==> src/rtl/usbpf_pkg.sv <==
// Shared constants and types for the status pin function block
package usbpf_pkg;

  localparam int unsigned ADDR_W = 4;
  localparam int unsigned DATA_W = 8;

  // Register offsets
  localparam logic [3:0] OFS_CTRL = 4'h0;
  localparam logic [3:0] OFS_STATUS = 4'h1;
  localparam logic [3:0] OFS_INT_STAT = 4'h2;
  localparam logic [3:0] OFS_INT_MASK = 4'h3;
  localparam logic [3:0] OFS_GPIO_DIR = 4'h4;
  localparam logic [3:0] OFS_GPIO_OUT = 4'h5;
  localparam logic [3:0] OFS_GPIO_IN = 4'h6;

  // Field positions
  localparam int unsigned CTRL_W = 5;
  localparam int unsigned EV_W = 4;
  localparam int unsigned EV_SUSPEND = 0;
  localparam int unsigned EV_RESUME = 1;
  localparam int unsigned EV_CONFIG = 2;
  localparam int unsigned EV_LOADED = 3;
  localparam int unsigned ST_SUSP = 0;
  localparam int unsigned ST_CFGD = 1;
  localparam int unsigned ST_LOADED = 2;
  localparam int unsigned ST_LAMP = 3;

  // Reset values; a direction bit of one means input
  localparam logic [4:0] CTRL_RST = 5'h00;
  localparam logic [1:0] GPIO_DIR_RST = 2'h3;
  localparam logic [1:0] GPIO_OUT_RST = 2'h0;
  localparam logic [3:0] INT_MASK_RST = 4'h0;

  // Lamp timing
  localparam int unsigned CLK_HZ = 50_000_000;
  localparam int unsigned SLOW_HALF_MS = 200;
  localparam int unsigned FAST_HALF_MS = 50;
  localparam int unsigned SLOW_HALF_CYC = CLK_HZ / 1000 * SLOW_HALF_MS;
  localparam int unsigned FAST_HALF_CYC = CLK_HZ / 1000 * FAST_HALF_MS;
  localparam logic [3:0] BLINK_HALVES = 4'h6;

  typedef enum logic [2:0] {
    LAMP_OFF = 3'h0,
    LAMP_ON = 3'h1,
    LAMP_TOGGLE = 3'h3,
    LAMP_SLOW = 3'h4,
    LAMP_FAST = 3'h5
  } usbpf_lamp_t;

  typedef enum logic {
    ST_LOAD,
    ST_RUN
  } usbpf_state_t;

  typedef struct packed {
    logic [2:0] lamp_mode;
    logic configured_indicator_select;
    logic suspend_indicator_select;
  } usbpf_cfg_t;

  typedef struct packed {
    logic o;
    logic oe;
  } usbpf_pin_t;

endpackage

==> src/rtl/usbpf_sync.sv <==
// Two-stage synchroniser for pin inputs
module usbpf_sync #(
  parameter int unsigned W = 2
)(
  input wire logic clk,
  input wire logic reset_n,
  input wire logic [W-1:0] d,
  output logic [W-1:0] q
);
  logic [W-1:0] meta_r;
  logic [W-1:0] meta_nxt;
  logic [W-1:0] q_r;
  logic [W-1:0] q_nxt;

  if (W < 1)
  begin : g_chk
    $error("usbpf_sync width must be at least one");
  end

  always_comb
  begin
    meta_nxt = d;
    q_nxt = meta_r;
  end

  always_ff @(posedge clk)
  begin
    if (!reset_n)
    begin
      meta_r <= '0;
      q_r <= '0;
    end
    else
    begin
      meta_r <= meta_nxt;
      q_r <= q_nxt;
    end
  end

  assign q = q_r;
endmodule

==> src/rtl/usbpf_lamp.sv <==
// Transmit activity lamp driver
module usbpf_lamp #(
  parameter int unsigned SLOW_HALF = usbpf_pkg::SLOW_HALF_CYC,
  parameter int unsigned FAST_HALF = usbpf_pkg::FAST_HALF_CYC
)(
  input wire logic clk,
  input wire logic reset_n,
  input wire logic [2:0] mode,
  input wire logic tx_event,
  output logic lamp
);
  localparam int unsigned CW = $clog2(SLOW_HALF + 1);

  logic lamp_r;
  logic lamp_nxt;
  logic [CW-1:0] cnt_r;
  logic [CW-1:0] cnt_nxt;
  logic [3:0] left_r;
  logic [3:0] left_nxt;
  logic [CW-1:0] half;

  if (FAST_HALF < 1 || FAST_HALF > SLOW_HALF)
  begin : g_chk
    $error("usbpf_lamp needs 1 <= FAST_HALF <= SLOW_HALF");
  end

  assign half = (mode == usbpf_pkg::LAMP_FAST) ? CW'(FAST_HALF - 1) : CW'(SLOW_HALF - 1);

  // Lamp per stored mode
  always_comb
  begin
    lamp_nxt = lamp_r;
    cnt_nxt = cnt_r;
    left_nxt = left_r;
    // Mode code decode
    case (mode)
      usbpf_pkg::LAMP_ON:
      begin
        lamp_nxt = 1'b1;
        left_nxt = 4'h0;
      end
      usbpf_pkg::LAMP_TOGGLE:
      begin
        left_nxt = 4'h0;
        if (tx_event)
          lamp_nxt = ~lamp_r;
      end
      usbpf_pkg::LAMP_SLOW, usbpf_pkg::LAMP_FAST:
      begin
        // Activity starts a burst, or mid-burst reloads the halves left without resetting the phase; the burst always ends with the lamp dark
        if (left_r == 4'h0)
        begin
          if (tx_event)
          begin
            lamp_nxt = 1'b1;
            cnt_nxt = half;
            left_nxt = usbpf_pkg::BLINK_HALVES;
          end
        end
        else
        begin
          if (cnt_r == '0)
          begin
            cnt_nxt = half;
            left_nxt = left_r - 4'h1;
            lamp_nxt = (left_r == 4'h1) ? 1'b0 : ~lamp_r;
          end
          else
            cnt_nxt = cnt_r - CW'(1);
          if (tx_event)
            left_nxt = usbpf_pkg::BLINK_HALVES;
        end
      end
      default:
      begin
        // Off and every unassigned code keep the lamp dark
        lamp_nxt = 1'b0;
        left_nxt = 4'h0;
      end
    endcase
  end

  always_ff @(posedge clk)
  begin
    if (!reset_n)
    begin
      lamp_r <= 1'b0;
      cnt_r <= '0;
      left_r <= 4'h0;
    end
    else
    begin
      lamp_r <= lamp_nxt;
      cnt_r <= cnt_nxt;
      left_r <= left_nxt;
    end
  end

  assign lamp = lamp_r;

  lamp_on_a: assert property (@(posedge clk) disable iff (!reset_n)
    mode == usbpf_pkg::LAMP_ON |=> lamp_r)
    else $error("lamp dark in on mode");
  lamp_off_a: assert property (@(posedge clk) disable iff (!reset_n)
    mode == 3'h0 |=> !lamp_r)
    else $error("lamp lit in off mode");
  lamp_toggle_a: assert property (@(posedge clk) disable iff (!reset_n)
    mode == usbpf_pkg::LAMP_TOGGLE && tx_event |=> lamp_r != $past(lamp_r))
    else $error("lamp did not toggle on activity");
  blink_burst_c: cover property (@(posedge clk) disable iff (!reset_n)
    mode == usbpf_pkg::LAMP_FAST && tx_event && left_r == 4'h0);
endmodule

==> src/rtl/usbpf_top.sv <==
// USB status pin functions: suspend and configured pins, activity lamp, registers
// Summary of operation
// Suspend pin selected: drive it low while the link is suspended.
// Suspend pin selected: drive it high while the link is resumed.
// Suspend select one routes the indication; zero leaves the pin as GPIO.
// Configured pin selected: held low from power-up or reset. The code leaves it undriven until the settings load.
// Configured pin goes high only after the host completes configuration.
// Configured select one routes the indication; zero leaves the pin as GPIO.
// Lamp mode kept in non-volatile storage; lamp follows the stored mode.
// Lamp codes: off 0, on 1, toggle 3, slow 4, fast 5.
// Settings load from non-volatile storage before enumeration is allowed.
module usbpf_top #(
  parameter int unsigned SLOW_HALF = usbpf_pkg::SLOW_HALF_CYC,
  parameter int unsigned FAST_HALF = usbpf_pkg::FAST_HALF_CYC
)(
  input wire logic clk,
  input wire logic reset_n,
  input wire logic [usbpf_pkg::ADDR_W-1:0] reg_addr,
  input wire logic [usbpf_pkg::DATA_W-1:0] reg_wdata,
  input wire logic reg_wr,
  input wire logic reg_rd,
  output logic [usbpf_pkg::DATA_W-1:0] reg_rdata,
  output logic irq,
  output logic nv_rd_req,
  input wire logic nv_rd_ack,
  input wire usbpf_pkg::usbpf_cfg_t nv_rd_data,
  output logic nv_wr_stb,
  output usbpf_pkg::usbpf_cfg_t nv_wr_data,
  input wire logic usb_suspend,
  input wire logic usb_configured,
  input wire logic tx_activity,
  output logic enum_enable,
  output usbpf_pkg::usbpf_pin_t suspend_status_pin,
  input wire logic suspend_status_pin_i,
  output usbpf_pkg::usbpf_pin_t configured_status_pin,
  input wire logic configured_status_pin_i,
  output logic transmit_activity_lamp
);
  usbpf_pkg::usbpf_state_t state_r;
  usbpf_pkg::usbpf_state_t state_nxt;
  usbpf_pkg::usbpf_cfg_t cfg_r;
  usbpf_pkg::usbpf_cfg_t cfg_nxt;
  logic nv_wr_r;
  logic nv_wr_nxt;
  usbpf_pkg::usbpf_cfg_t nv_wdat_r;
  usbpf_pkg::usbpf_cfg_t nv_wdat_nxt;

  logic [1:0] dir_r;
  logic [1:0] dir_nxt;
  logic [1:0] gout_r;
  logic [1:0] gout_nxt;
  logic [3:0] mask_r;
  logic [3:0] mask_nxt;
  logic [3:0] stat_r;
  logic [3:0] stat_nxt;
  logic irq_r;
  logic irq_nxt;
  logic [7:0] rdata_r;
  logic [7:0] rdata_nxt;

  logic susp_r;
  logic susp_nxt;
  logic cfgd_r;
  logic cfgd_nxt;
  logic [3:0] ev;

  usbpf_pkg::usbpf_pin_t sp_r;
  usbpf_pkg::usbpf_pin_t sp_nxt;
  usbpf_pkg::usbpf_pin_t cp_r;
  usbpf_pkg::usbpf_pin_t cp_nxt;

  logic [1:0] pin_in;
  logic lamp;
  logic running;

  function automatic logic hit(
    input logic [usbpf_pkg::ADDR_W-1:0] a,
    input logic [3:0] ofs
  );
    hit = (a == ofs);
  endfunction

  usbpf_sync #(
    .W(2)
  ) u_sync (
    .clk(clk),
    .reset_n(reset_n),
    .d({configured_status_pin_i, suspend_status_pin_i}),
    .q(pin_in)
  );

  usbpf_lamp #(
    .SLOW_HALF(SLOW_HALF),
    .FAST_HALF(FAST_HALF)
  ) u_lamp (
    .clk(clk),
    .reset_n(reset_n),
    .mode(cfg_r.lamp_mode),
    .tx_event(tx_activity),
    .lamp(lamp)
  );

  assign running = (state_r == usbpf_pkg::ST_RUN);

  // Load settings first
  always_comb
  begin
    state_nxt = state_r;
    cfg_nxt = cfg_r;
    nv_wr_nxt = 1'b0;
    nv_wdat_nxt = nv_wdat_r;
    case (state_r)
      usbpf_pkg::ST_LOAD:
      begin
        if (nv_rd_ack)
        begin
          cfg_nxt = nv_rd_data;
          state_nxt = usbpf_pkg::ST_RUN;
        end
      end
      usbpf_pkg::ST_RUN:
      begin
        // Mode written to storage
        if (reg_wr && hit(reg_addr, usbpf_pkg::OFS_CTRL))
        begin
          cfg_nxt = usbpf_pkg::usbpf_cfg_t'(reg_wdata[usbpf_pkg::CTRL_W-1:0]);
          nv_wr_nxt = 1'b1;
          nv_wdat_nxt = usbpf_pkg::usbpf_cfg_t'(reg_wdata[usbpf_pkg::CTRL_W-1:0]);
        end
      end
      default:
      begin
        state_nxt = usbpf_pkg::ST_LOAD;
      end
    endcase
  end

  always_ff @(posedge clk)
  begin
    if (!reset_n)
    begin
      state_r <= usbpf_pkg::ST_LOAD;
      cfg_r <= usbpf_pkg::CTRL_RST;
      nv_wr_r <= 1'b0;
      nv_wdat_r <= usbpf_pkg::CTRL_RST;
    end
    else
    begin
      state_r <= state_nxt;
      cfg_r <= cfg_nxt;
      nv_wr_r <= nv_wr_nxt;
      nv_wdat_r <= nv_wdat_nxt;
    end
  end

  // Link state and events; configured is only believed once settings are in
  always_comb
  begin
    susp_nxt = usb_suspend;
    cfgd_nxt = usb_configured && running;
    ev = '0;
    ev[usbpf_pkg::EV_SUSPEND] = usb_suspend && !susp_r;
    ev[usbpf_pkg::EV_RESUME] = !usb_suspend && susp_r;
    ev[usbpf_pkg::EV_CONFIG] = cfgd_nxt && !cfgd_r;
    ev[usbpf_pkg::EV_LOADED] = !running && nv_rd_ack;
  end

  // Software registers; an event in the clearing cycle stays set
  always_comb
  begin
    dir_nxt = dir_r;
    gout_nxt = gout_r;
    mask_nxt = mask_r;
    stat_nxt = stat_r;
    if (reg_wr && hit(reg_addr, usbpf_pkg::OFS_GPIO_DIR))
      dir_nxt = reg_wdata[1:0];
    if (reg_wr && hit(reg_addr, usbpf_pkg::OFS_GPIO_OUT))
      gout_nxt = reg_wdata[1:0];
    if (reg_wr && hit(reg_addr, usbpf_pkg::OFS_INT_MASK))
      mask_nxt = reg_wdata[3:0];
    if (reg_wr && hit(reg_addr, usbpf_pkg::OFS_INT_STAT))
      stat_nxt = stat_r & ~reg_wdata[3:0];
    stat_nxt = stat_nxt | ev;
    irq_nxt = |(stat_nxt & mask_nxt);
    rdata_nxt = 8'h00;
    if (reg_rd)
    begin
      case (reg_addr)
        usbpf_pkg::OFS_CTRL: rdata_nxt = {3'h0, cfg_r};
        usbpf_pkg::OFS_STATUS:
        begin
          rdata_nxt[usbpf_pkg::ST_SUSP] = susp_r;
          rdata_nxt[usbpf_pkg::ST_CFGD] = cfgd_r;
          rdata_nxt[usbpf_pkg::ST_LOADED] = running;
          rdata_nxt[usbpf_pkg::ST_LAMP] = lamp;
        end
        usbpf_pkg::OFS_INT_STAT: rdata_nxt = {4'h0, stat_r};
        usbpf_pkg::OFS_INT_MASK: rdata_nxt = {4'h0, mask_r};
        usbpf_pkg::OFS_GPIO_DIR: rdata_nxt = {6'h00, dir_r};
        usbpf_pkg::OFS_GPIO_OUT: rdata_nxt = {6'h00, gout_r};
        usbpf_pkg::OFS_GPIO_IN: rdata_nxt = {6'h00, pin_in};
        default: rdata_nxt = 8'h00;
      endcase
    end
  end

  always_ff @(posedge clk)
  begin
    if (!reset_n)
    begin
      dir_r <= usbpf_pkg::GPIO_DIR_RST;
      gout_r <= usbpf_pkg::GPIO_OUT_RST;
      mask_r <= usbpf_pkg::INT_MASK_RST;
      stat_r <= 4'h0;
      irq_r <= 1'b0;
      rdata_r <= 8'h00;
      susp_r <= 1'b0;
      cfgd_r <= 1'b0;
    end
    else
    begin
      dir_r <= dir_nxt;
      gout_r <= gout_nxt;
      mask_r <= mask_nxt;
      stat_r <= stat_nxt;
      irq_r <= irq_nxt;
      rdata_r <= rdata_nxt;
      susp_r <= susp_nxt;
      cfgd_r <= cfgd_nxt;
    end
  end

  // Pin functions
  always_comb
  begin
    // Suspend pin routing
    if (cfg_r.suspend_indicator_select)
    begin
      sp_nxt.oe = 1'b1;
      // Low when suspended
      sp_nxt.o = !usb_suspend;
    end
    else
    begin
      sp_nxt.oe = !dir_r[0];
      sp_nxt.o = gout_r[0];
    end
    // Configured pin routing
    if (cfg_r.configured_indicator_select)
    begin
      cp_nxt.oe = 1'b1;
      // High once configured
      cp_nxt.o = cfgd_nxt;
    end
    else
    begin
      cp_nxt.oe = !dir_r[1];
      cp_nxt.o = gout_r[1];
    end
  end

  always_ff @(posedge clk)
  begin
    // Both pins undriven out of reset, output bits low
    if (!reset_n)
    begin
      sp_r <= '0;
      cp_r <= '0;
    end
    else
    begin
      sp_r <= sp_nxt;
      cp_r <= cp_nxt;
    end
  end

  assign suspend_status_pin = sp_r;
  assign configured_status_pin = cp_r;
  assign transmit_activity_lamp = lamp;
  assign nv_rd_req = !running;
  assign nv_wr_stb = nv_wr_r;
  assign nv_wr_data = nv_wdat_r;
  assign enum_enable = running;
  assign irq = irq_r;
  assign reg_rdata = rdata_r;

  susp_low_a: assert property (@(posedge clk) disable iff (!reset_n)
    cfg_r.suspend_indicator_select && usb_suspend |=> sp_r.oe && !sp_r.o)
    else $error("suspend pin not low in suspend");
  susp_high_a: assert property (@(posedge clk) disable iff (!reset_n)
    cfg_r.suspend_indicator_select && !usb_suspend |=> sp_r.oe && sp_r.o)
    else $error("suspend pin not high when resumed");
  susp_gpio_a: assert property (@(posedge clk) disable iff (!reset_n)
    !cfg_r.suspend_indicator_select |=> sp_r.oe == !$past(dir_r[0]) && sp_r.o == $past(gout_r[0]))
    else $error("suspend pin not released to GPIO");
  cfg_reset_a: assert property (@(posedge clk)
    !reset_n |=> !cp_r.o && !cfgd_r)
    else $error("configured pin not low after reset");
  cfg_high_a: assert property (@(posedge clk) disable iff (!reset_n)
    cfg_r.configured_indicator_select |=> cp_r.o == ($past(usb_configured) && $past(running)))
    else $error("configured pin does not follow configuration");
  cfg_gpio_a: assert property (@(posedge clk) disable iff (!reset_n)
    !cfg_r.configured_indicator_select |=> cp_r.oe == !$past(dir_r[1]))
    else $error("configured pin not released to GPIO");
  nv_store_a: assert property (@(posedge clk) disable iff (!reset_n)
    running && reg_wr && reg_addr == usbpf_pkg::OFS_CTRL |=> nv_wr_r && nv_wdat_r == cfg_r)
    else $error("control write not stored");
  load_first_a: assert property (@(posedge clk) disable iff (!reset_n)
    !running && nv_rd_ack |=> enum_enable && cfg_r == $past(nv_rd_data))
    else $error("settings not applied before enumeration");
  w1c_set_a: assert property (@(posedge clk) disable iff (!reset_n)
    usb_suspend && !susp_r |=> stat_r[usbpf_pkg::EV_SUSPEND])
    else $error("suspend event lost");

  suspend_resume_c: cover property (@(posedge clk) disable iff (!reset_n)
    cfg_r.suspend_indicator_select && usb_suspend ##[1:20] !usb_suspend);
  configured_c: cover property (@(posedge clk) disable iff (!reset_n)
    cfg_r.configured_indicator_select && $rose(cfgd_r));
  irq_c: cover property (@(posedge clk) disable iff (!reset_n) $rose(irq_r));
endmodule

==> config.mk <==
export PLATFORM = sky130hd
export DESIGN_NAME = usbpf_top
export DESIGN_NICKNAME = d
export VERILOG_FILES = /design/src/rtl/usbpf_pkg.sv /design/src/rtl/usbpf_sync.sv /design/src/rtl/usbpf_lamp.sv /design/src/rtl/usbpf_top.sv
export SDC_FILE = /design/constraint.sdc
export NUM_CORES = 1
export LEC_CHECK = 0
export BUFFER_PORTS_ARGS = -buffer_cell sky130_fd_sc_hd__buf_4
export CAP_MARGIN = 25
export CORE_MARGIN = 3
export CORE_UTILIZATION = 50
export CTS_CLUSTER_DIAMETER = 40
export DETAILED_ROUTE_END_ITERATION = 12
export PLACE_DENSITY_LB_ADDON = 0.25
export SLEW_MARGIN = 25
export SYNTH_ARGS = -nofsm -noshare
export SYNTH_HDL_FRONTEND = slang
export SYNTH_SLANG_ARGS = --single-unit
==> constraint.sdc <==
create_clock -name clk -period 3.5 [get_ports clk]
set_clock_uncertainty 0.15 [all_clocks]
set_input_delay 0.7 -clock clk [delete_from_list [all_inputs] [get_ports clk]]
set_output_delay 0.7 -clock clk [all_outputs]
set_load 0.02 [all_outputs]
# ---- Word-level counts from Yosys, hierarchy flattened
# Index checks and enable logic that the tools add are counted.
dict set report word_totals {
  register_bits 72
  word_cells 107
}
dict set report classes {
  addsub 2
  n_eq_ne 17
  n_mux 25
  bitwise 6
  n_reduce_logical 31
}
# cell n
set ops {}
lappend ops {{2-to-1 mux 24 bit} 4}
lappend ops {{one-hot mux 4 bit (7 select lines)} 1}
lappend ops {{zero test 24 bit} 1}
lappend ops {{2-to-1 mux 4 bit} 6}
lappend ops {{subtractor 24 x 1 -> 24 bit, second input constant} 1}
lappend ops {{AND reduction 2 bit} 7}
lappend ops {{== test 4 x 3 -> 1 bit, second input constant} 3}
lappend ops {{logical AND 1 bit} 10}
lappend ops {{2-to-1 mux 5 bit} 2}
lappend ops {{one-hot mux 5 bit (2 select lines)} 1}
lappend ops {{bitwise AND 4 bit} 2}
lappend ops {{== test 4 x 1 -> 1 bit, second input constant} 2}
lappend ops {{== test 4 x 2 -> 1 bit, second input constant} 2}
lappend ops {{zero test 4 bit} 2}
lappend ops {{2-to-1 mux 1 bit} 8}
lappend ops {{== test 3 bit, second input constant} 2}
lappend ops {{zero test 1 bit} 6}
lappend ops {{!= test 2 bit, second input constant} 3}
lappend ops {{AND reduction 3 bit} 2}
lappend ops {{2-to-1 mux 2 bit} 2}
lappend ops {{inverter 4 bit} 1}
lappend ops {{OR 4 bit} 1}
lappend ops {{OR reduction 4 bit} 1}
lappend ops {{subtractor 4 x 1 -> 4 bit, second input constant} 1}
lappend ops {{9 further kinds} 10}

# ---- Longest topological paths before layout
# Gate-level depths: netlist of run 1.
dict set report logic_depth {
  word_depth 6
  ltp_mapped 8
  depth_no_buf 8
}

# ---- Cells and area by module
# A second synthesis of run 1 with hierarchy kept.
dict set report unflattened {
  hier_cells 399
  hier_area_um2 3652.3
}
# mod instances cells_each area_per_inst_um2
set modules_own_cells {}
lappend modules_own_cells {usbpf_lamp 1 224 1884.3}
lappend modules_own_cells {usbpf_top 1 167 1662.8}
lappend modules_own_cells {usbpf_sync 1 8 105.1}

# ---- Least setup slack after synthesis of run 1
# Ideal clock, no wire load.
dict set report synth_path {
  kind {reg-to-reg}
  from {register u_lamp.cnt_r[0]}
  to {register u_lamp.cnt_r[18]}
  arrival_ps 1920
  t_required_ps 3229
  setup_slack_ps 1309
  stages_incl_launch_ff 9
  n_path_buf 0
  period_less_slack_ps 2191
  cell_sequence {dfxtp_1 > inv_1 > ha_1 > or3b_2 > nor3_2 > nand3_2 > or4_1 > nand4_1 > o21ai_1}
}
dict set report synth_via {
  elab_chain_cells 3
}
# item line_no
set synth_lines {}
lappend synth_lines {{start, declared} usbpf_lamp.sv:16} ;# logic [CW-1:0] cnt_r;
lappend synth_lines {{start signal, assigned} usbpf_lamp.sv:94} ;# cnt_r <= cnt_nxt;
lappend synth_lines {{subtractor 24 x 1 -> 24 bit / zero test 24 bit (equally long branches)} {usbpf_lamp.sv:69, usbpf_lamp.sv:62}}
lappend synth_lines {{2-to-1 mux 24 bit (*)} usbpf_lamp.sv:62} ;# if (cnt_r == '0)
lappend synth_lines {{2-to-1 mux 24 bit (*)} usbpf_lamp.sv:51} ;# if (left_r == 4'h0)
# Mark *: on every way between the ends. The rest lies on a longest branch, timed or not.
# A chain may end at the register's enable or synchronous reset.

# ---- Worst setup path in the final report of run 1
dict set report layout_path {
  from {register u_lamp.left_r[0]}
  to {register u_lamp.cnt_r[22]}
}
dict set report layout_via {
  elab_chain_cells 3
}
# item line_no
set layout_lines {}
lappend layout_lines {{start, declared} usbpf_lamp.sv:18} ;# logic [3:0] left_r;
lappend layout_lines {{start signal, assigned} usbpf_lamp.sv:95} ;# left_r <= left_nxt;
lappend layout_lines {{zero test 4 bit (*)} usbpf_lamp.sv:51}
lappend layout_lines {{!= test 2 bit (no source line)} -}
lappend layout_lines {{AND reduction 2 bit (no source line)} -}
# Marked as above.

==> results.py, run 1 <==
metrics = {
    "synthesis": {
        "synth_area_leaders": "dfxtp_1, nor2_1, mux2i_1",
        "async_reset_ff_frac": 0,
        "syn_area_um2": 3349,
        "synth_edf_count": 0,
        "syn_area_per_cell_um2": 8.501,
        "synth_top_flop_cell": "dfxtp_1",
        "synth_top_area_frac": 0.4124,
        "synth_common_cells": "dfxtp_1, nor2_1, nand2_1, mux2i_1, a21oi_1",
        "synth_most_common_cell": "dfxtp_1",
        "ys_seq_elements": 69,
        "yosys.area.top_type": "dfxtp_1",
        "yosysUniqueCellTypes": 65,
        "synth_cells": 394,
        "yosys_warnings": 0,
        "seq_area_frac_synth": 0.4124,
    },
    "clocking": {
        "path_clk_slew_ns": 0.08,
        "cts_resized": 0,
        "cts_hold_buffers": 0,
        "clock_latency_ns": 0.34,
        "root_buffer": "clkbuf_8",
        "htree_num_levels": 3,
        "cts_setup_buffers": 0,
        "cts_num_sinks": 69,
        "cts_tree": "built",
        "cts_buffers": 9,
        "cts_buffer_depth": 2,
    },
    "worst_setup_path": {
        "path_cells": "inv_1, ha_1, nand2_1, o31a_1, nand2_1, or4_1, a21oi_1",
        "cp_slowest_cell": "o31a_1",
        "start_kind": "register",
        "crit_fanout": 15,
        "crit_type": "register to register",
        "critPathCaptureType": "register",
        "cp.required_ns": 3.63,
        "path_buf_inv": 1,
        "critPathTopFamily": "simple AND/OR/NAND/NOR gates",
        "path_depth": 7,
        "crit_arrival_ns": 2.83,
        "cpMostUsedCell": "nand2_1",
        "rr_worst_depth": 7,
        "slowest_delay_ns": 0.61,
    },
    "finish": {
        "nFillCells": 578,
        "nets": 465,
        "antennaDiodeCount": 0,
        "drive_above_1_share": 0.1781,
        "area.growth.synth_to_final_pct": 15.88,
        "multi_input_area_um2": 1821,
        "register_area_um2": 1381,
    },
    "worst_hold_path": {
        "hold_path_class": "register to register",
        "hold_depth": 1,
    },
    "global_routing": {
        "grt-busiest-layer": "met2",
        "grt.met1_usage": 0.2843,
        "grtUsageTotal": 0.2199,
        "grt.overflow.total": 0,
        "antenna_found_initial": 0,
        "grt_max_degree": 38,
        "grt_pass1_vias": 2862,
        "grt_use_met2": 0.3479,
        "met3_usage": 0.04421,
        "grt_pass1_wl_um": 13410,
    },
    "placed_design": {
        "portBuffers": 42,
        "place.gp.congestion": 0.8768,
        "dpl.hpwl_um": 5644,
    },
    "floorplan": {
        "initial_utilization": 0.5215,
        "die-width_um": 87.85,
        "ios": 49,
        "rows": 29,
        "core_area_um2": 6422,
        "die_h_um": 87.85,
        "die_area_um2": 7717,
    },
    "sta": {
        "max-slew-margin-rel": 0.5787,
        "fin_hold_ws_ns": 0.2858,
        "setup_violations": 0,
        "finalCritPeriodShare": 0.7730,
        "drv_slew": 0,
        "worstMarginPinSlew_ns": 0.6320,
        "tns_ns": 0,
        "finalHoldViolations": 0,
        "rsz0062_at_grt": "no",
        "fin_crit_ns": 2.706,
        "max_freq_mhz": 369.6,
    },
    "job": {
        "maxCapViolations": 0,
    },
    "run_status": {
        "status": "finished, final reports clean",
    },
    "route": {
        "drt_first_pass_iters": 4,
        "wirelength_um": 7980,
        "viasPerCell": 5.883,
        "ant_nets": 0,
        "vias": 3030,
        "drt-initial-drc-count": 202,
        "avgRoutedWirePerCell_um": 15.50,
        "post-route-drc-count": 0,
    },
    "pwr": {
        "leakage_nw": 1.532,
        "ir_drop_mv": 0.2809,
        "power_density_nw_per_um2": 456.0,
    },
}
[layout by cell type (no fill, tap or decap), types with 4 or more instances in the layout]
| master | count |
|---|---|
| inv_1 | 15 |
| nor2b_1 | 6 |
| o21ai_0 | 16 |
| a21oi_1 | 18 |
| a211oi_1 | 8 |
| nand3_1 | 16 |
| mux2i_1 | 20 |
| dfxtp_1 | 69 |
| clkbuf_8 | 10 |
| nor3_1 | 13 |
| buf_4 | 47 |
| and2_1 | 6 |
| a311oi_1 | 5 |
| a31oi_1 | 6 |
| nand2_1 | 34 |
| or3_1 | 4 |
| o22ai_1 | 6 |
| o21a_1 | 6 |
| nor2_1 | 54 |
| nor4_1 | 4 |
| nand4_1 | 5 |
| ha_1 | 4 |
[metal layers]
layer  wire length (µm)  up-vias  part of all wire
li1                   -     1513                 -
met1               3585     1396              0.45
met2               3793      109              0.48
met3                497       12             0.062
met4                104        0             0.013
met5                  0        -                 0
[final cells by class]
class / instances / share of cell area
Tap cell: 77 / 0.02482
Clock inverter: 5 / 0.009349
Clock buffer: 10 / 0.03546
Sequential cell: 69 / 0.3559
Timing Repair Buffer: 47 / 0.09091
Inverter: 15 / 0.01451
Multi-Input combinational cell: 292 / 0.4691
[state kept, by name, indices dropped and copies added, names as in the netlist, 4 cells and up]
| register | flops |
|---|---|
| u_lamp.cnt_r | 24 |
| cfg_r | 5 |
| nv_wr_data | 5 |
| reg_rdata | 5 |
| mask_r | 4 |
| stat_r | 4 |
| u_lamp.left_r | 4 |
[power breakdown]
group	switching, mW	internal (mW)	total [mW]
logic	0.206	0.130	0.336
clock network	0.308	0.273	0.582
registers	0.0342	0.818	0.852
[final timing paths]
path                                 start                       endpoint  slack [ns]
min            u_sync.meta_r[0]$_SDFF_PN0_         u_sync.q[0]$_SDFF_PN0_        0.29
max reg2reg  u_lamp.left_r[0]$_SDFFE_PN0P_  u_lamp.cnt_r[22]$_SDFFE_PN0P_        0.79
min reg2reg    u_sync.meta_r[0]$_SDFF_PN0_         u_sync.q[0]$_SDFF_PN0_        0.29
max          u_lamp.left_r[0]$_SDFFE_PN0P_  u_lamp.cnt_r[22]$_SDFFE_PN0P_        0.79
[per-stage QoR]
step	instance area, µm²	power, mW	std cells	setup slack (ns)	util
floorplan	3357	1.106	396	1.309	-
global placement	3707	1.196	500	0.9014	0.5772
detailed placement	3707	1.201	500	0.8396	0.5772
CTS	3881	1.782	515	0.8217	0.6043
global route	3881	1.869	515	0.6436	0.6043
finish	3881	1.770	515	0.7944	0.6043
[cell families after synthesis]
group	count (synthesis)	share of synthesized area
simple gates	168	0.2544
xor+xnor	1	0.002615
fa+ha+maj	4	0.01494
compound gates	93	0.1916
flops	69	0.4124
mux	23	0.07658
buf+inv	35	0.04632
other cells	1	0.001120
Note: power is estimated with default switching activity, not from simulation.
==> run 2, diff against run 1 <==
Settings changed: ABC_AREA from default to 1.
Clock period 3.5 ns to 2.4 ns, I/O delays scaled along.
==> run 2 against run 1 <==
Core utilization is 1.5 points higher. Setup slack worse by 0.49 ns. Combinational power is 130% higher. Area after synthesis is 8.9% higher. First-iteration DRC count is 0.50% lower. Critical endpoint is now nv_rd_req.
==> results.py, run 2 <==
metrics = {
    "sta": {
        "max_freq_mhz": 477.1,
        "finalCritPeriodShare": 0.8734,
        "max-slew-margin-rel": 0.5701,
        "worstMarginPinSlew_ns": 0.6441,
        "fin_crit_ns": 2.096,
        "final.setup.worst_slack_ns": 0.3038,
        "finalHoldViolations": 0,
        "rsz0062_at_grt": "no",
        "setup_violations": 0,
        "tns_ns": 0,
        "drv_slew": 0,
    },
    "synthesis": {
        "syn_area_um2": 3647,
        "synth_top_family_by_area": "simple AND/OR/NAND/NOR gates",
        "muxShareOfSynthArea": 0,
        "syn_area_per_cell_um2": 7.027,
        "synth_cells": 519,
        "seq_area_frac_synth": 0.3787,
        "synthXorXnorAreaFrac": 0.02607,
        "synth_common_cells": "nand2_1, dfxtp_1, inv_1, nor2_1, nand3_1",
        "synth_area_leaders": "dfxtp_1, nand2_1, inv_1",
        "yosysUniqueCellTypes": 41,
        "synth_edf_count": 0,
        "synth_top_area_frac": 0.3787,
        "synth_fa_ha_area_frac": 0.01372,
        "yosys.area_share.simple": 0.3420,
        "ys_seq_elements": 69,
        "synth_top_flop_cell": "dfxtp_1",
        "synth_compound_area_frac": 0.1434,
        "yosys_warnings": 0,
        "yosys.area.top_type": "dfxtp_1",
        "async_reset_ff_frac": 0,
        "synth_most_common_cell": "nand2_1",
    },
    "finish": {
        "antennaDiodeCount": 0,
        "area.growth.synth_to_final_pct": 17.87,
        "post-route-util": 0.6191,
        "largest-register": "u_lamp.cnt_r",
        "nFillCells": 639,
        "largest_reg_flops": 24,
        "stdcell_area_um2": 4299,
        "final_cell_mix": "nand2_1, dfxtp_1, inv_1",
        "drive_above_1_share": 0.1849,
        "mostFrequentLayoutCell": "nand2_1",
        "nets": 594,
    },
    "worst_setup_path": {
        "critPathCaptureType": "output pin",
        "crit_fanout": 10,
        "cp_slowest_cell": "dfxtp_1",
        "crit_arrival_ns": 1.47,
        "crit_type": "register to output pin",
        "slowest_delay_ns": 0.53,
        "path_buf_inv": 2,
        "critPathTopFamily": "buffers and inverters",
        "cp.required_ns": 1.77,
        "start_kind": "register",
        "path_cells": "clkinv_1, buf_4",
    },
    "clocking": {
        "cts_setup_buffers": 0,
        "cts_num_sinks": 69,
        "root_buffer": "clkbuf_8",
        "cts_buffer_depth": 2,
        "cts_hold_buffers": 0,
        "cts_buffers": 9,
        "cts_resized": 0,
        "cts_tree": "built",
        "htree_num_levels": 3,
        "clock_latency_ns": 0.36,
        "path_clk_slew_ns": 0.08,
    },
    "placed_design": {
        "pre_cts_ws_ns": 0.3700,
        "portBuffers": 42,
        "dpl.hpwl_um": 6586,
        "placed_area_um2": 4041,
        "place.gp.congestion": 0.9244,
    },
    "global_routing": {
        "grt_max_degree": 28,
        "antenna_found_initial": 0,
        "grt_pass1_wl_um": 15060,
        "grtUsageTotal": 0.2240,
        "grt_pass1_vias": 3312,
        "grt.overflow.total": 0,
    },
    "pwr": {
        "leakage_nw": 1.974,
        "ir_drop_mv": 0.4119,
        "power_density_nw_per_um2": 751.1,
    },
    "route": {
        "ant_nets": 0,
        "drt_first_pass_iters": 4,
        "drt-initial-drc-count": 201,
        "post-route-drc-count": 0,
        "viasPerCell": 5.179,
        "wirelength_um": 8907,
        "avgRoutedWirePerCell_um": 13.41,
        "vias": 3439,
    },
    "run_status": {
        "status": "finished, final reports clean",
    },
    "floorplan": {
        "rows": 30,
        "core_area_um2": 6944,
        "die_area_um2": 8355,
        "ios": 49,
        "die_h_um": 91.41,
        "die-width_um": 91.41,
        "initial_utilization": 0.5252,
    },
    "job": {
        "maxCapViolations": 0,
    },
    "worst_hold_path": {
        "hold_path_class": "primary input to register",
    },
}
run 2: cell types whose count changed after synthesis, sizes merged, moves of 6 or more:
cell,previous run,this run
a211oi,8,0
o21ai,17,28
xor2,0,7
and2,6,0
a21oi,20,37
nor2,54,75
clkbuf,13,7
nand3,17,41
nor3,16,6
inv,15,72
nor2b,6,0
nand2,34,128
mux2i,20,0
run 2: worst min-delay path: stages:
cell,delay [ns]
buf_4,0.07
nand2_1,0.04
inv_1,0.04
run 2: logic make-up after synthesis:
group / after synthesis
fa+ha+maj: 4
other cells: 1
compound gates: 89
xor+xnor: 10
buf+inv: 87
simple gates: 259
flops: 69
run 2: cell type report:
| cell class | instances | area [µm²] | share of cell area |
|---|---|---|---|
| multi-input combinational | 365 | 1927 | 0.4482 |
| sequential | 69 | 1381 | 0.3213 |
| timing repair buffer | 44 | 330.3 | 0.07683 |
| inverter | 74 | 282.8 | 0.06577 |
| clock buffer | 11 | 151.4 | 0.03522 |
| tap | 96 | 120.1 | 0.02794 |
| clock inverter | 5 | 106.4 | 0.02474 |
run 2: through the flow:
step | hold WS (ns) | cells | total power [mW]
finish | 0.1517 | 664 | 3.229
global route | 0.1695 | 664 | 3.395
CTS | 0.1384 | 664 | 3.249
detailed placement | 0.2547 | 648 | 2.039
global placement | 0.2435 | 648 | 2.022
floorplan | 0.2405 | 521 | 1.864
run 2: worst paths after layout:
kind	end	depth (start not counted)	startpoint	slack (ns)
setup / recovery	nv_rd_req	2	enum_enable$_SDFF_PN0_	0.30
hold / removal	u_sync.meta_r[0]$_SDFF_PN0_	3	suspend_status_pin_i	0.15
setup reg to reg	u_lamp.cnt_r[22]$_SDFFE_PN0P_	10	u_lamp.left_r[0]$_SDFFE_PN0P_	0.36
hold reg to reg	u_sync.q[1]$_SDFF_PN0_	2	u_sync.meta_r[1]$_SDFF_PN0_	0.27
run 2: per-layer routing:
metal	wire, µm	share of wire	global-route usage	vias up
li1	-	-	-	1749
met1	4011	0.45	0.2864	1580
met2	4093	0.46	0.3652	97
met3	671	0.075	0.06214	13
met4	131	0.015	0.06910	0
met5	0	0	0	-
run 2: where the power goes:
group,leakage [nW],internal (mW),switching (mW)
Combinational,1.29,0.268,0.492
Sequential,0.563,1.20,0.0555
Clock,0.126,0.749,0.461
==> run 3, diff against run 2 <==
Settings changed: BUFFER_PORTS_ARGS -buffer_cell sky130_fd_sc_hd__buf_4 to -buffer_cell sky130_fd_sc_hd__buf_2, CORE_UTILIZATION 50 to 52.
==> run 3 against run 2 <==
Global-route usage grew 0.11 points. Maximum frequency grew 3.9%. Hold slack gained 0.011 ns.
==> results.py, run 3 (same netlist as run 2, synthesis figures left out) <==
metrics = {
    "run_status": {
        "status": "finished, final reports clean",
    },
    "worst_setup_path": {
        "cp_slowest_cell": "dfxtp_1",
        "crit_fanout": 18,
        "crit_type": "register to register",
        "cp.required_ns": 2.53,
        "rr_worst_depth": 10,
        "critPathTopFamily": "simple AND/OR/NAND/NOR gates",
        "cpMostUsedCell": "nand2_2",
        "path_cells": "inv_1, ha_1, nand2_1, nor2_4, nand2_2, nand2_4, inv_4, nand2_2, nand2_2, nor3b_2",
        "r2r-start": "u_lamp.left_r[0]$_SDFFE_PN0P_",
        "path_buf_inv": 2,
        "start_kind": "register",
        "slowest_delay_ns": 0.32,
        "critPathCaptureType": "register",
        "r2r_setup_slack_ns": 0.38,
        "crit_arrival_ns": 2.14,
        "crit_path_start": "u_lamp.left_r[0]$_SDFFE_PN0P_",
        "reg2reg_to": "u_lamp.cnt_r[22]$_SDFFE_PN0P_",
    },
    "clocking": {
        "cts_setup_buffers": 0,
        "cts_resized": 0,
        "cts_buffer_depth": 2,
        "root_buffer": "clkbuf_8",
        "cts_tree": "built",
        "cts_hold_buffers": 0,
        "cts_num_sinks": 69,
        "clock_latency_ns": 0.35,
        "cts_buffers": 9,
        "path_clk_slew_ns": 0.08,
        "htree_num_levels": 3,
    },
    "sta": {
        "max_freq_mhz": 495.9,
        "worstMarginPinSlew_ns": 0.5176,
        "tns_ns": 0,
        "fin_crit_ns": 2.017,
        "drv_slew": 0,
        "finalCritPeriodShare": 0.8403,
        "setup_violations": 0,
        "max-slew-margin-rel": 0.6523,
        "finalHoldViolations": 0,
        "rsz0062_at_grt": "no",
    },
    "floorplan": {
        "die-width_um": 89.75,
        "die_area_um2": 8055,
        "ios": 49,
        "die_h_um": 89.75,
        "initial_utilization": 0.5553,
        "rows": 29,
        "core_area_um2": 6568,
    },
    "global_routing": {
        "grt_pass1_wl_um": 15120,
        "grt.overflow.total": 0,
        "grt_pass1_vias": 3394,
        "grt_max_degree": 27,
        "grtUsageTotal": 0.2251,
        "antenna_found_initial": 0,
    },
    "route": {
        "ant_nets": 0,
        "avgRoutedWirePerCell_um": 13.03,
        "wirelength_um": 8664,
        "viasPerCell": 5.256,
        "drt-initial-drc-count": 233,
        "drt_first_pass_iters": 5,
        "vias": 3495,
        "post-route-drc-count": 0,
    },
    "placed_design": {
        "place.gp.congestion": 0.9392,
        "dpl.hpwl_um": 6508,
        "portBuffers": 42,
    },
    "finish": {
        "mostFrequentLayoutCell": "nand2_1",
        "drive_above_1_share": 0.1906,
        "nets": 598,
        "antennaDiodeCount": 0,
        "nFillCells": 602,
        "largest_reg_flops": 24,
        "post-route-util": 0.6386,
        "final_cell_mix": "nand2_1, dfxtp_1, inv_1",
        "largest-register": "u_lamp.cnt_r",
        "area.growth.synth_to_final_pct": 14.99,
    },
    "worst_hold_path": {
        "hold_depth": 3,
        "min_to": "u_sync.meta_r[1]$_SDFF_PN0_",
        "hold_start": "configured_status_pin_i",
        "hold_path_class": "primary input to register",
    },
    "pwr": {
        "leakage_nw": 1.960,
        "power_density_nw_per_um2": 737.7,
        "ir_drop_mv": 0.3741,
    },
    "job": {
        "maxCapViolations": 0,
    },
}
[run 3: cell types whose count changed in the layout (fill, tap and decap cells not counted), sizes merged]
cell,previous run,this run
inv,72,74
clkbuf,11,10
bufinv,3,2
buf,44,48
[run 3: where the power goes]
group	internal (mW)	total, mW	switching (mW)	leakage [nW]
sequential	1.20	1.26	0.0536	0.563
clock	0.622	1.09	0.469	0.113
combinational	0.257	0.747	0.490	1.28
total	2.08	3.09	1.01	1.96
[run 3: worst register-to-register path: stages, from the launching register on]
cell and delay [ns]:
dfxtp_1 0.32, inv_1 0.10, ha_1 0.18, nand2_1 0.11, nor2_4 0.19, nand2_2 0.10
nand2_4 0.21, inv_4 0.15, nand2_2 0.15, nand2_2 0.11, nor3b_2 0.19
[run 3: final cells by class]
cell class	instances	area, µm²	share of cell area
clock inverters	6	93.84	0.02237
clock buffers	10	137.6	0.03282
well taps	93	116.4	0.02774
flip-flops and latches	69	1381	0.3294
inverters	74	282.8	0.06742
multi-input cells	365	1927	0.4594
repair buffers	48	255.2	0.06086
[run 3: through the flow]
stage          setup slack (ns)  hold WS [ns]  instance area [µm²]  power, mW  std cells
3_5_place_dp             0.4164        0.2483                 3963      2.023        649
2_1_floorplan            0.7069        0.2405                 3655      1.864        521
5_1_grt                  0.1978        0.1852                 4194      3.273        665
3_3_place_gp             0.4294        0.2476                 3963      2.005        649
6_report                 0.3833        0.1626                 4194      3.094        665
4_1_cts                  0.3863        0.1531                 4194      3.111        665
[run 3: per-layer routing]
layer,track usage,vias up,share of wire
met5,0,-,0
met4,0.1060,0,0.022
met3,0.04508,17,0.065
met2,0.3515,116,0.45
met1,0.2996,1597,0.47
li1,-,1765,-
[run 3: worst max-delay path by stage]
stage,end,slack [ns],cells after the start
5_1_grt,u_lamp.cnt_r[22]$_SDFFE_PN0P_,0.20,10
3_5_place_dp,u_lamp.cnt_r[22]$_SDFFE_PN0P_,0.42,10
4_1_cts,u_lamp.cnt_r[22]$_SDFFE_PN0P_,0.39,10
6_report,u_lamp.cnt_r[22]$_SDFFE_PN0P_,0.38,10
3_3_place_gp,u_lamp.cnt_r[22]$_SDFFE_PN0P_,0.43,10
2_1_floorplan,u_lamp.cnt_r[5]$_SDFFE_PN0P_,0.71,12
